$ cat src/prtrng_defs.vh
// prtrng_defs.vh: constants for the pll jitter random source
// assumes inclusion by bare name from the design file
`ifndef PRTRNG_DEFS_VH
`define PRTRNG_DEFS_VH

// register addresses (4-bit word index)
`define PRTRNG_ADDR_DATA 4'h0
`define PRTRNG_ADDR_STATE 4'h1
`define PRTRNG_ADDR_STATUS 4'h2
`define PRTRNG_ADDR_MASK 4'h3
`define PRTRNG_ADDR_CTRL 4'h4

// state register fields
`define PRTRNG_ST_REF_UNLOCK 0
`define PRTRNG_ST_JIT_UNLOCK 1
`define PRTRNG_ST_TOTAL_FAIL 2
`define PRTRNG_ST_ONLINE_ONE 3
`define PRTRNG_ST_ONLINE_TWO 4
`define PRTRNG_ST_FULL 5

// interrupt status bits
`define PRTRNG_IRQ_ALARM 0
`define PRTRNG_IRQ_FULL 1

// pll factors and accumulation
`define PRTRNG_REF_MULT 31
`define PRTRNG_REF_DIV 12
`define PRTRNG_JIT_MULT 37
`define PRTRNG_JIT_DIV 7
`define PRTRNG_TOTAL_MULT 444
`define PRTRNG_TOTAL_DIV 217
`define PRTRNG_OSC_MHZ 50

// test figures
`define PRTRNG_TOTAL_FAIL_RUN 64
`define PRTRNG_ONLINE_WIN 1024
`define PRTRNG_ONLINE_LO 384
`define PRTRNG_ONLINE_HI 640
`define PRTRNG_RUN_MAX 34

// reset values
`define PRTRNG_MASK_RST 2'h3
`define PRTRNG_CTRL_RST 1'h1

`endif

$ cat src/prtrng_core.v
// prtrng_core.v: pll jitter random source, decimator, tests and register port
// assumes clock_in is the reference clock and jitter_clk_in the jittery clock
// Overview of operation
// sample the jittery clock on each reference clock rising edge
// one-bit decimator toggles on each sampled one within a period
// period end appends decimator bit to 256-bit buffer, clears decimator
// accumulation period spans 217 reference edges; overall multiplier 444
// reference pll configured with multiplier 31, divider 12
// jitter pll configured with multiplier 37, divider 7
// both plls fed from the on-chip oscillator near 50 MHz
// decimator bits delivered as random data with no post-processing
// total failure test and two online tests run continuously on raw bits
// lock loss and test failures form an error vector in a state register
// any failure raises the alarm, which interrupts the processor
// data and state readable only through the internal register port
// full buffer is flagged and held until read, then refills
`timescale 1ns/1ps
`include "prtrng_defs.vh"

module prtrng_core #(
    parameter DIV_COUNT = `PRTRNG_TOTAL_DIV,
    parameter BUF_BITS = 256
) (
    // clock and reset
    input wire clock_in,
    input wire rst_b_in,
    // jitter source and pll status
    input wire jitter_clk_in,
    input wire reference_pll_lock_in,
    input wire jitter_pll_lock_in,
    // pll configuration
    output reg [5:0] reference_pll_multiplier_out,
    output reg [5:0] reference_pll_divider_out,
    output reg [5:0] jitter_pll_multiplier_out,
    output reg [5:0] jitter_pll_divider_out,
    output reg osc_select_out,
    // register port
    input wire [3:0] addr_in,
    input wire [31:0] wdata_in,
    input wire wr_in,
    input wire rd_in,
    output reg [31:0] rdata_out,
    // interrupt
    output reg irq_out
);

    ////////////////////////////////////////////////////////////////////
    // sampling and decimation

    localparam WORDS = BUF_BITS / 32;
    reg sample_q;
    reg decim_q;
    reg [7:0] period_q;
    reg [8:0] fill_q;
    reg [BUF_BITS-1:0] buf_q;
    reg full_q;
    reg [2:0] rd_idx_q;
    reg enable_q;
    wire period_end = (period_q == DIV_COUNT - 1);
    wire bit_now = decim_q ^ sample_q;
    wire new_bit = period_end && enable_q;

    always @(posedge clock_in) begin
        // timing note: jitter_clk_in is asynchronous by design; metastability is the source
        sample_q <= jitter_clk_in;
    end

    // period counter; eight bits limit DIV_COUNT to 256
    always @(posedge clock_in) begin
        if (!rst_b_in) begin
            period_q <= 8'h00;
        end else if (period_end) begin
            period_q <= 8'h00;
        end else begin
            period_q <= period_q + 8'h01;
        end
    end

    // the last sample of a period lands in bit_now, not in the counter
    always @(posedge clock_in) begin
        if (!rst_b_in) begin
            decim_q <= 1'b0;
        end else if (period_end) begin
            decim_q <= 1'b0;
        end else if (sample_q) begin
            decim_q <= ~decim_q;
        end
    end

    ////////////////////////////////////////////////////////////////////
    // output buffer, raw bits go straight in, no post-processing

    wire rd_data = rd_in && (addr_in == `PRTRNG_ADDR_DATA);
    wire last_word = (rd_idx_q == WORDS - 1);

    always @(posedge clock_in) begin
        if (!rst_b_in) begin
            buf_q <= {BUF_BITS{1'b0}};
            fill_q <= 9'h000;
            full_q <= 1'b0;
            rd_idx_q <= 3'h0;
        end else if (full_q) begin
            // held until every word is read, then refill
            if (rd_data) begin
                rd_idx_q <= rd_idx_q + 3'h1;
                if (last_word) begin
                    full_q <= 1'b0;
                    fill_q <= 9'h000;
                    rd_idx_q <= 3'h0;
                end
            end
        end else if (new_bit) begin
            buf_q <= {buf_q[BUF_BITS-2:0], bit_now};
            if (fill_q == BUF_BITS - 1)
                full_q <= 1'b1;
            fill_q <= fill_q + 9'h001;
        end
    end

    ////////////////////////////////////////////////////////////////////
    // health tests on the raw stream

    reg [6:0] same_run_q;
    reg prev_bit_q;
    reg total_fail_q;
    reg [10:0] win_cnt_q;
    reg [10:0] ones_q;
    reg online_one_fail_q;
    reg [5:0] run_q;
    reg online_two_fail_q;

    // previous raw bit, shared by both run tests
    always @(posedge clock_in) begin
        if (!rst_b_in) begin
            prev_bit_q <= 1'b0;
        end else if (new_bit) begin
            prev_bit_q <= bit_now;
        end
    end

    // total_failure_test: a stuck source repeats one value
    always @(posedge clock_in) begin
        if (!rst_b_in) begin
            same_run_q <= 7'h00;
            total_fail_q <= 1'b0;
        end else if (new_bit) begin
            if (bit_now == prev_bit_q) begin
                if (same_run_q != 7'h7f)
                    same_run_q <= same_run_q + 7'h01;
                if (same_run_q >= `PRTRNG_TOTAL_FAIL_RUN - 1)
                    total_fail_q <= 1'b1;
            end else begin
                same_run_q <= 7'h00;
            end
        end
    end

    // online_test_one: ones count per window
    always @(posedge clock_in) begin
        if (!rst_b_in) begin
            win_cnt_q <= 11'h000;
            ones_q <= 11'h000;
            online_one_fail_q <= 1'b0;
        end else if (new_bit) begin
            if (win_cnt_q == `PRTRNG_ONLINE_WIN - 1) begin
                win_cnt_q <= 11'h000;
                ones_q <= 11'h000;
                if (ones_q + bit_now < `PRTRNG_ONLINE_LO ||
                    ones_q + bit_now > `PRTRNG_ONLINE_HI)
                    online_one_fail_q <= 1'b1;
            end else begin
                win_cnt_q <= win_cnt_q + 11'h001;
                ones_q <= ones_q + {10'h000, bit_now};
            end
        end
    end

    // online_test_two: long run of equal bits
    always @(posedge clock_in) begin
        if (!rst_b_in) begin
            run_q <= 6'h00;
            online_two_fail_q <= 1'b0;
        end else if (new_bit) begin
            if (bit_now == prev_bit_q) begin
                if (run_q != 6'h3f)
                    run_q <= run_q + 6'h01;
                if (run_q >= `PRTRNG_RUN_MAX - 1)
                    online_two_fail_q <= 1'b1;
            end else begin
                run_q <= 6'h00;
            end
        end
    end

    ////////////////////////////////////////////////////////////////////
    // error vector, interrupts and registers

    wire [5:0] state_vec = {full_q, online_two_fail_q, online_one_fail_q,
                            total_fail_q, ~jitter_pll_lock_in, ~reference_pll_lock_in};
    wire alarm = |state_vec[4:0];
    reg alarm_q;
    reg full_seen_q;
    reg [1:0] status_q;
    reg [1:0] mask_q;
    wire [1:0] events = {full_q & ~full_seen_q, alarm & ~alarm_q};
    wire wr_status = wr_in && (addr_in == `PRTRNG_ADDR_STATUS);
    wire wr_mask = wr_in && (addr_in == `PRTRNG_ADDR_MASK);
    wire wr_ctrl = wr_in && (addr_in == `PRTRNG_ADDR_CTRL);

    // write-one-to-clear bits, zero when no status write
    function [1:0] clr_bits;
        input wr;
        input [1:0] d;
        begin
            clr_bits = wr ? d : 2'h0;
        end
    endfunction

    // set beats clear, so an event in the clearing cycle is never lost
    wire [1:0] status_d = (status_q & ~clr_bits(wr_status, wdata_in[1:0])) | events;

    // pll factors are driven on every cycle out of reset, zero in reset; the plls need them before lock
    always @(posedge clock_in) begin
        if (!rst_b_in) begin
            reference_pll_multiplier_out <= 6'h00;
            reference_pll_divider_out <= 6'h00;
            jitter_pll_multiplier_out <= 6'h00;
            jitter_pll_divider_out <= 6'h00;
            osc_select_out <= 1'b0;
        end else begin
            reference_pll_multiplier_out <= `PRTRNG_REF_MULT;
            reference_pll_divider_out <= `PRTRNG_REF_DIV;
            jitter_pll_multiplier_out <= `PRTRNG_JIT_MULT;
            jitter_pll_divider_out <= `PRTRNG_JIT_DIV;
            osc_select_out <= 1'b1;
        end
    end

    // status, mask, control and the interrupt line
    always @(posedge clock_in) begin
        if (!rst_b_in) begin
            alarm_q <= 1'b0;
            full_seen_q <= 1'b0;
            status_q <= 2'h0;
            mask_q <= `PRTRNG_MASK_RST;
            enable_q <= `PRTRNG_CTRL_RST;
            irq_out <= 1'b0;
        end else begin
            alarm_q <= alarm;
            full_seen_q <= full_q;
            status_q <= status_d;
            if (wr_mask)
                mask_q <= wdata_in[1:0];
            if (wr_ctrl)
                enable_q <= wdata_in[0];
            // same-cycle events included so the line does not lag the status bit
            irq_out <= |(status_d & mask_q);
        end
    end

    // read answer stands one cycle only, zero otherwise
    always @(posedge clock_in) begin
        if (!rst_b_in) begin
            rdata_out <= 32'h0000_0000;
        end else begin
            rdata_out <= 32'h0000_0000;
            if (rd_in) begin
                // internal port only
                case (addr_in)
                    `PRTRNG_ADDR_DATA: rdata_out <= full_q ? buf_q[rd_idx_q*32 +: 32] : 32'h0;
                    `PRTRNG_ADDR_STATE: rdata_out <= {26'h0, state_vec};
                    `PRTRNG_ADDR_STATUS: rdata_out <= {30'h0, status_q};
                    `PRTRNG_ADDR_MASK: rdata_out <= {30'h0, mask_q};
                    `PRTRNG_ADDR_CTRL: rdata_out <= {31'h0, enable_q};
                    default: rdata_out <= 32'h0000_0000;
                endcase
            end
        end
    end

endmodule

$ cat config.mk
export PLATFORM = sky130hd
export DESIGN_NAME = prtrng_core
export DESIGN_NICKNAME = d
export VERILOG_FILES = /design/src/prtrng_core.v
export VERILOG_INCLUDE_DIRS = /design/src
export SDC_FILE = /design/constraint.sdc
export NUM_CORES = 1
export LEC_CHECK = 0
export ABC_AREA = 0
export BUFFER_PORTS_ARGS = -buffer_cell sky130_fd_sc_hd__buf_2
export CORE_MARGIN = 3
export CORE_UTILIZATION = 60
export CTS_CLUSTER_SIZE = 10
export DETAILED_ROUTE_END_ITERATION = 8
export GPL_TIMING_DRIVEN = 0
export PLACE_DENSITY = 0.79
export RECOVER_POWER = 50
export SLEW_MARGIN = 5
export SYNTH_ARGS = -nofsm -noshare
export SYNTH_HDL_FRONTEND = slang
export SYNTH_SLANG_ARGS = --single-unit
$ cat constraint.sdc
create_clock -name clock_in -period 3.35 [get_ports clock_in]
set_input_delay 0.1675 -clock clock_in [delete_from_list [all_inputs] [get_ports clock_in]]
set_output_delay 0.1675 -clock clock_in [all_outputs]
set_load 0.005 [all_outputs]
==> results.md, run 1 <==
- Seq. cell area: between 7000 and 8000 sq um
- Via count: between 10k and 15k
- IO Pins: around 100
- Setup crit end kind: flip-flop
- Final Hold Viols: 0
- Slew @ Worst Pin: roughly 0.88 ns
- Reg2reg setup slack: roughly 0.7 ns
- Post-synthesis sequential area ratio: 0.4746
- CTS Buf Count: between 40 and 50
- Outcome: completed
- Largest net degree at the start of global routing: 15
- Global-route usage over all layers: 0.2866
- Die footprint: 27180 sq um
- Worst IR drop on VDD: about 380 uV
- Max Root-Sink Buffers: 3
- Data arrival, critical path: around 3.2 ns
- Post-CTS Setup Repair Bufs: 0
- Max Clock Skew: 0.01137 ns
- Clock Tree Root: clkbuf_16
- Core area: approximately 25000 sq um
- Unique cell type count in the Yosys netlist: 61
- Critical Path Start: rst_b_in
- #FFs+latches synth: 359
- Share of cells above drive strength 1: 0.1116
- Initial Utilization: 0.6172
- Synth area leaders: dfxtp_1, nand2_1, mux4_2
- Leak Pwr: roughly 5.7 nW
- Net count, final: roughly 1.9k
- Final worst-path cycle share: 0.8174
- Yosys top cell area share: 0.4746
- Number of inserted diodes: 0
- # rows: between 50 and 60
- I/O Buffers: 59
- HP Class: input pin to flip-flop
- Slew HR: 0.4125
- Initial DRC count: ~1.2k
- CP Max Fanout: 10
- Vias in the first global route: 12.23k
- Total gr overflow: 0
- Syn. warnings: 0
- DR pass1 iterations: 7
- Final setup violation count: 0
- GP Congestion: 0.8638
- Htree depth: 2
- Critical path endpoint: rdata_out[22]
- Setup TNS: 0 ns
- Layout fillers: about 2.0k
- Die H: ~160 um
- Mapped Cells: 1748
- R2r endpoint: buf_q[3]
- Number of synthesized flops with an enable pin: 0
- Final Util: 0.6929
- Placed cells: 2141
- WS Path Type: input pin to flip-flop
- Non-filler instance count after layout: between 2k and 2.5k
- Fmax: around 370 MHz
- Clock transition at path regs: about 0.050 ns
- Area Overhead vs Synth: 12.27%
- WL per Instance: approximately 18 um
- First-pass GRT wire length: approximately 62 mm
- Worst EP required: roughly 3.8 ns
- Post-synthesis async set-or-reset flop share: 0
- Die width: around 160 um
- Final antenna-violating net count: 0
- Most used DFF post-synth: dfxtp_1
- Dpl hpwl: 27.24 mm
- Pwr/cell area: between 400 and 500 nW/um^2
- WL final: 38.57 mm
- Residual DRC: 0
- FF-to-FF path depth: 7
- Worst-Skew Late Latency: between 0.5 and 0.6 ns
- Slew Limit Fails: 0
- PnR Total Power: ~8.4 mW
- Avg Vias per Cell: between 5 and 6
- Worst reg2reg startpoint: period_q[0]
- MaxCap Viol Count: 0
- Most area-hungry cell type in the Yosys netlist: dfxtp_1
- Synth Area per Inst: 8.662 sq um
- Area of the multi-input gates: approximately 7000 sq um
- CTS tree: yes
- Mapped Area: between 15000 and 20000 sq um
- Unrepaired setup endpoints after global routing: false
- CP startpoint kind: input pin
- Initial antenna violation count: 0
- Final min period: 2.738 ns
- Clk sinks: 359
==> report_power, final <==
group	switching, mW	internal, mW	total (mW)
clock network	1.63	2.27	3.89
logic	0.130	0.0636	0.194
registers	0.00952	4.28	4.29
==> routing by layer <==
layer | vias to the layer above | GRT usage | wire, um
met1 | 6154 | 0.3976 | 16340
met5 | - | 0 | 0
li1 | 6114 | - | -
met4 | 0 | 0.1151 | 1286
met3 | 107 | 0.03486 | 3086
met2 | 549 | 0.4596 | 17860
==> synthesized netlist by cell type, types with 4 or more instances <==
cell type and n:
a211oi_1 4, a21oi_1 282, a22oi_1 4, a31oi_1 7
a41oi_1 4, and3_1 17, and4_1 4, buf_1 4
buf_2 49, buf_4 31, clkbuf_1 64, dfxtp_1 359
ha_1 13, inv_1 10, mux2i_1 35, mux4_2 64
nand2_1 542, nand3_1 28, nand3b_1 5, nand4_1 9
nor2_1 96, nor2b_1 4, nor3_1 9, nor4_1 4
o21ai_0 18, or3_1 4, xnor2_1 8, xor2_1 21
==> through the flow <==
stage          worst slack (ns)  hold WS (ns)  area, sq um
6_report                 0.6117       0.02253        17000
5_1_grt                  0.5487       0.04711        17000
4_1_cts                  0.9720      0.007943        17070
3_5_place_dp             0.9930        0.2815        15880
3_3_place_gp              1.068        0.2836        15880
2_1_floorplan             1.280        0.1952        15180
==> cells by family after synthesis <==
| family | count (synthesis) | share of synthesized area |
|---|---|---|
| AO/OA/AOI/OAI | 342 | 0.1224 |
| XOR/XNOR | 30 | 0.01834 |
| adder cells (fa/ha/maj) | 13 | 0.01074 |
| buffers and inverters | 162 | 0.05297 |
| flip-flops | 359 | 0.4746 |
| multiplexers | 100 | 0.1191 |
| other | 1 | 0.0002477 |
| AND/OR/NAND/NOR | 741 | 0.2016 |
==> area by class of cell <==
cell class,instances,share of cell area
Sequential cell,359,0.4228
Multi-Input combinational cell,1237,0.4226
Clock buffer,46,0.06396
Buffer,151,0.04328
Tap cell,324,0.02385
Timing Repair Buffer,67,0.02009
Inverter,11,0.002429
Clock inverter,2,0.001030
==> flip-flops by register name, indices dropped and copies added, names as in the netlist, 2 cells and up <==
register,cells
mask_q,2
run_q,6
fill_q,9
rdata_out,32
buf_q,256
ones_q,11
same_run_q,7
status_q,2
rd_idx_q,3
period_q,8
win_cnt_q,11
==> repair_timing <==
action                    in CTS  in global routing
gates resized for setup        0                  0
hold endpoints to repair       8                  0
hold buffers                   8                  0
==> worst min-delay path by stage <==
| stage | start | end | slack [ns] | cells after the start |
|---|---|---|---|---|
| final | addr_in[2] | rdata_out[1] | 0.02 | 3 |
| after floorplan | rst_b_in | reference_pll_multiplier_out[3] | 0.20 | 0 |
| after global placement | jitter_clk_in | sample_q | 0.28 | 1 |
| after CTS | addr_in[2] | rdata_out[1] | 0.008 | 3 |
| after global routing | addr_in[2] | rdata_out[1] | 0.05 | 3 |
| after detailed placement | rst_b_in | reference_pll_multiplier_out[3] | 0.28 | 1 |
==> placed cells by master (no fill, tap or decap), drive strengths merged, types with 3 or more instances in the layout <==
cell type	count
and3	17
a21oi	282
dlygate4sd3	8
nand4b	3
and4b	3
o21ai	18
clkbuf	171
nor3b	3
a41oi	4
a32oi	3
or3	4
nand2	543
dfxtp	359
ha	13
and2	3
mux4	64
mux2i	35
a311oi	3
xor2	21
nor4	4
nor2	97
conb	11
a211oi	4
nor2b	4
o21a	3
inv	13
xnor2	8
buf	85
a22oi	4
nand3b	5
nand3	28
nand4	10
a31oi	7
nor3	9
and4	4
==> worst max-delay path, cell delays in order <==
cell           delay [ns]
dlygate4sd3_1        0.53
buf_2                0.10
clkbuf_1             0.47
inv_1                0.32
nor2_1               0.24
nand4_1              0.70
clkbuf_1             0.46
nor2_1               0.18
(Power assumes the default switching activity.)
==> inputs of run 2 (changes only) <==
--- a/config.mk
+++ b/config.mk
@@ -9,11 +9,11 @@
 export ABC_AREA = 0
 export BUFFER_PORTS_ARGS = -buffer_cell sky130_fd_sc_hd__buf_2
 export CORE_MARGIN = 3
-export CORE_UTILIZATION = 60
+export CORE_UTILIZATION = 54
 export CTS_CLUSTER_SIZE = 10
 export DETAILED_ROUTE_END_ITERATION = 8
 export GPL_TIMING_DRIVEN = 0
-export PLACE_DENSITY = 0.79
+export PLACE_DENSITY = 0.75
 export RECOVER_POWER = 50
 export SLEW_MARGIN = 5
 export SYNTH_ARGS = -nofsm -noshare
==> constraint.sdc (replaced) <==
create_clock -name clock_in -period 2.4 [get_ports clock_in]
set_input_delay 0.12 -clock clock_in [delete_from_list [all_inputs] [get_ports clock_in]]
set_output_delay 0.12 -clock clock_in [all_outputs]
set_load 0.005 [all_outputs]
==> run 2 against run 1 <==
Against the previous run: setup slack worse by 0.50 ns; core utilization decreased by 6.4 points; routed wire length is essentially flat; largest cell class is now multi-input combinational cells; largest power group unchanged; highest routed layer unchanged.
==> results.md, run 2 (synthesized netlist as in run 1, its figures left out) <==
- Outcome: completed
- Worst IR drop on VDD: slightly below 600 uV
- Worst EP required: ~2.9 ns
- Clock transition at path regs: ~0.05 ns
- # rows: 60
- Slew @ Worst Pin: 0.8827 ns
- Logic pwr share: 0.023
- Most common cell after layout, fill and taps aside: nand2_1
- Commonest non-fill, non-tap cells in the layout: nand2_1, dfxtp_1, a21oi_1
- Number of inserted diodes: 0
- CTS Buf Count: 42
- Largest net degree at the start of global routing: 15
- Pwr/cell area: ~690 nW/um^2
- Avg Vias per Cell: approximately 5.7
- I/O Buffers: 59
- Die width: about 170 um
- Htree depth: 2
- Final setup violation count: 0
- Sequential power share: 0.510
- Initial antenna violation count: 0
- Fmax: about 440 MHz
- IO Pins: 101
- HP Class: input pin to flip-flop
- Clk sinks: 359
- Max Root-Sink Buffers: 3
- CP startpoint kind: flip-flop
- Biggest regs: buf_q: 256 flops, rdata_out: 32 flops
- Worst reg2reg startpoint: period_q[0]
- Core area: 27250 sq um
- Final antenna-violating net count: 0
- WL per Instance: 17.15 um
- Setup TNS: 0 ns
- Global-route usage over all layers: 0.2505
- Initial Utilization: 0.5556
- Cell area after layout: about 17000 sq um
- Critical path endpoint: buf_q[251]
- Final Hold Viols: 0
- First-pass GRT wire length: approximately 62 mm
- Critical Path Start: period_q[0]
- Initial DRC count: approximately 1.0k
- Share of cells above drive strength 1: 0.1269
- Met3 routed wirelength: 2.835 mm
- Worst-Skew Late Latency: around 0.54 ns
- Hold depth: 4
- Final worst-path cycle share: 0.9544
- Post-CTS Setup Repair Bufs: 0
- WS Path Type: flip-flop to flip-flop
- R2r endpoint: buf_q[251]
- Final hold slack: ~0.033 ns
- GP Congestion: approximately 0.88
- Leak Pwr: ~5.8 nW
- WL final: 38.55 mm
- Vias in the first global route: roughly 12k
- Dpl hpwl: 27.31 mm
- MaxCap Viol Count: 0
- Unrepaired setup endpoints after global routing: false
- Post-Place Worst Slack: around 0.085 ns
- FF-to-FF path depth: 7
- Max layer used: met4
- Total gr overflow: 0
- Die footprint: about 30000 sq um
- Residual DRC: 0
- Reg2reg setup slack: about 0.11 ns
- Slew Limit Fails: 0
- Slew HR: 0.4115
- CTS tree: yes
- Via count: roughly 13k
- Placed Area: approximately 16000 sq um
- Setup crit end kind: flip-flop
- Final Util: 0.6285
- DR pass1 iterations: 5
- Area Overhead vs Synth: 13.11%
- Max Clock Skew: 0.01391 ns
- Clock Tree Root: clkbuf_16
- Net Sw Frac: 0.2145
- Most flop-heavy register: buf_q
- Max reg flops: around 260
- Net count, final: roughly 1.9k
- Met2 Routed Length: 17.99 mm
- CP Max Fanout: 10
- M1 wire length: around 17 mm
- Data arrival, critical path: 2.74 ns
- Final WS setup: around 0.11 ns
- Final min period: approximately 2.3 ns
- Die H: 173.5 um
- Internal power: between 9 and 10 mW
- Switching Power: around 2.5 mW
- Clk pwr share: 0.466
==> run 2: changes by cell type in the layout (fill, tap and decap cells not counted), moves of 2 or more <==
cell           delta
buf_2            +11
clkbuf_2         +12
clkbuf_1         -22
dlygate4sd3_1     +2
==> run 2: power groups by stage <==
stage / combinational (mW) / clock [mW] / sequential (mW)
after global placement: 0.251 / 0 / 6.12
after detailed placement: 0.255 / 0 / 6.12
after floorplan: 0.159 / 0 / 6.12
after CTS: 0.269 / 5.54 / 5.99
final: 0.273 / 5.47 / 5.99
after global routing: 0.297 / 5.76 / 5.99
==> run 2: final cells by class <==
type | count | area (sq um)
timing repair buffer | 69 | 374.1
clock buffer | 46 | 1076
clock inverter | 4 | 42.54
fill | 2330 | 10120
sequential | 359 | 7187
multi-input combinational | 1237 | 7199
tap | 372 | 465.4
inverter | 11 | 41.29
buffer | 150 | 740.7
==> run 2: what timing repair did <==
action	in CTS	in global routing
gates resized for setup	0	5
endpoints found under the setup margin	0	4
hold buffers	10	0
endpoints found under the hold margin	10	0
==> run 2: how the worst min path moves through the flow <==
stage / endpoint / startpoint / slack [ns]
final: mask_q[1] / wr_in / 0.03
after global routing: mask_q[0] / wr_in / 0.07
after CTS: mask_q[1] / wr_in / 0.02
after detailed placement: sample_q / jitter_clk_in / 0.23
after global placement: sample_q / jitter_clk_in / 0.23
after floorplan: reference_pll_multiplier_out[3] / rst_b_in / 0.15
==> run 2: worst max-delay path, stage by stage (launching register included) <==
cell,delay (ns)
dfxtp_1,0.40
inv_1,0.07
ha_1,0.23
nand4_2,0.28
buf_2,0.35
clkbuf_1,0.53
nand2_1,0.14
a21oi_1,0.19
==> run 2: metal layers <==
metal	GRT usage	vias to the layer above
met5	0	-
met4	0.08412	0
met3	0.04687	95
met2	0.4079	468
met1	0.3376	6010
li1	-	6141
==> run 2: stage by stage <==
step | std cells | total power, mW
floorplan | 1758 | 6.275
finish | 2248 | 11.74
detailed placement | 2189 | 6.373
CTS | 2249 | 11.80
global route | 2248 | 12.04
global placement | 2189 | 6.368
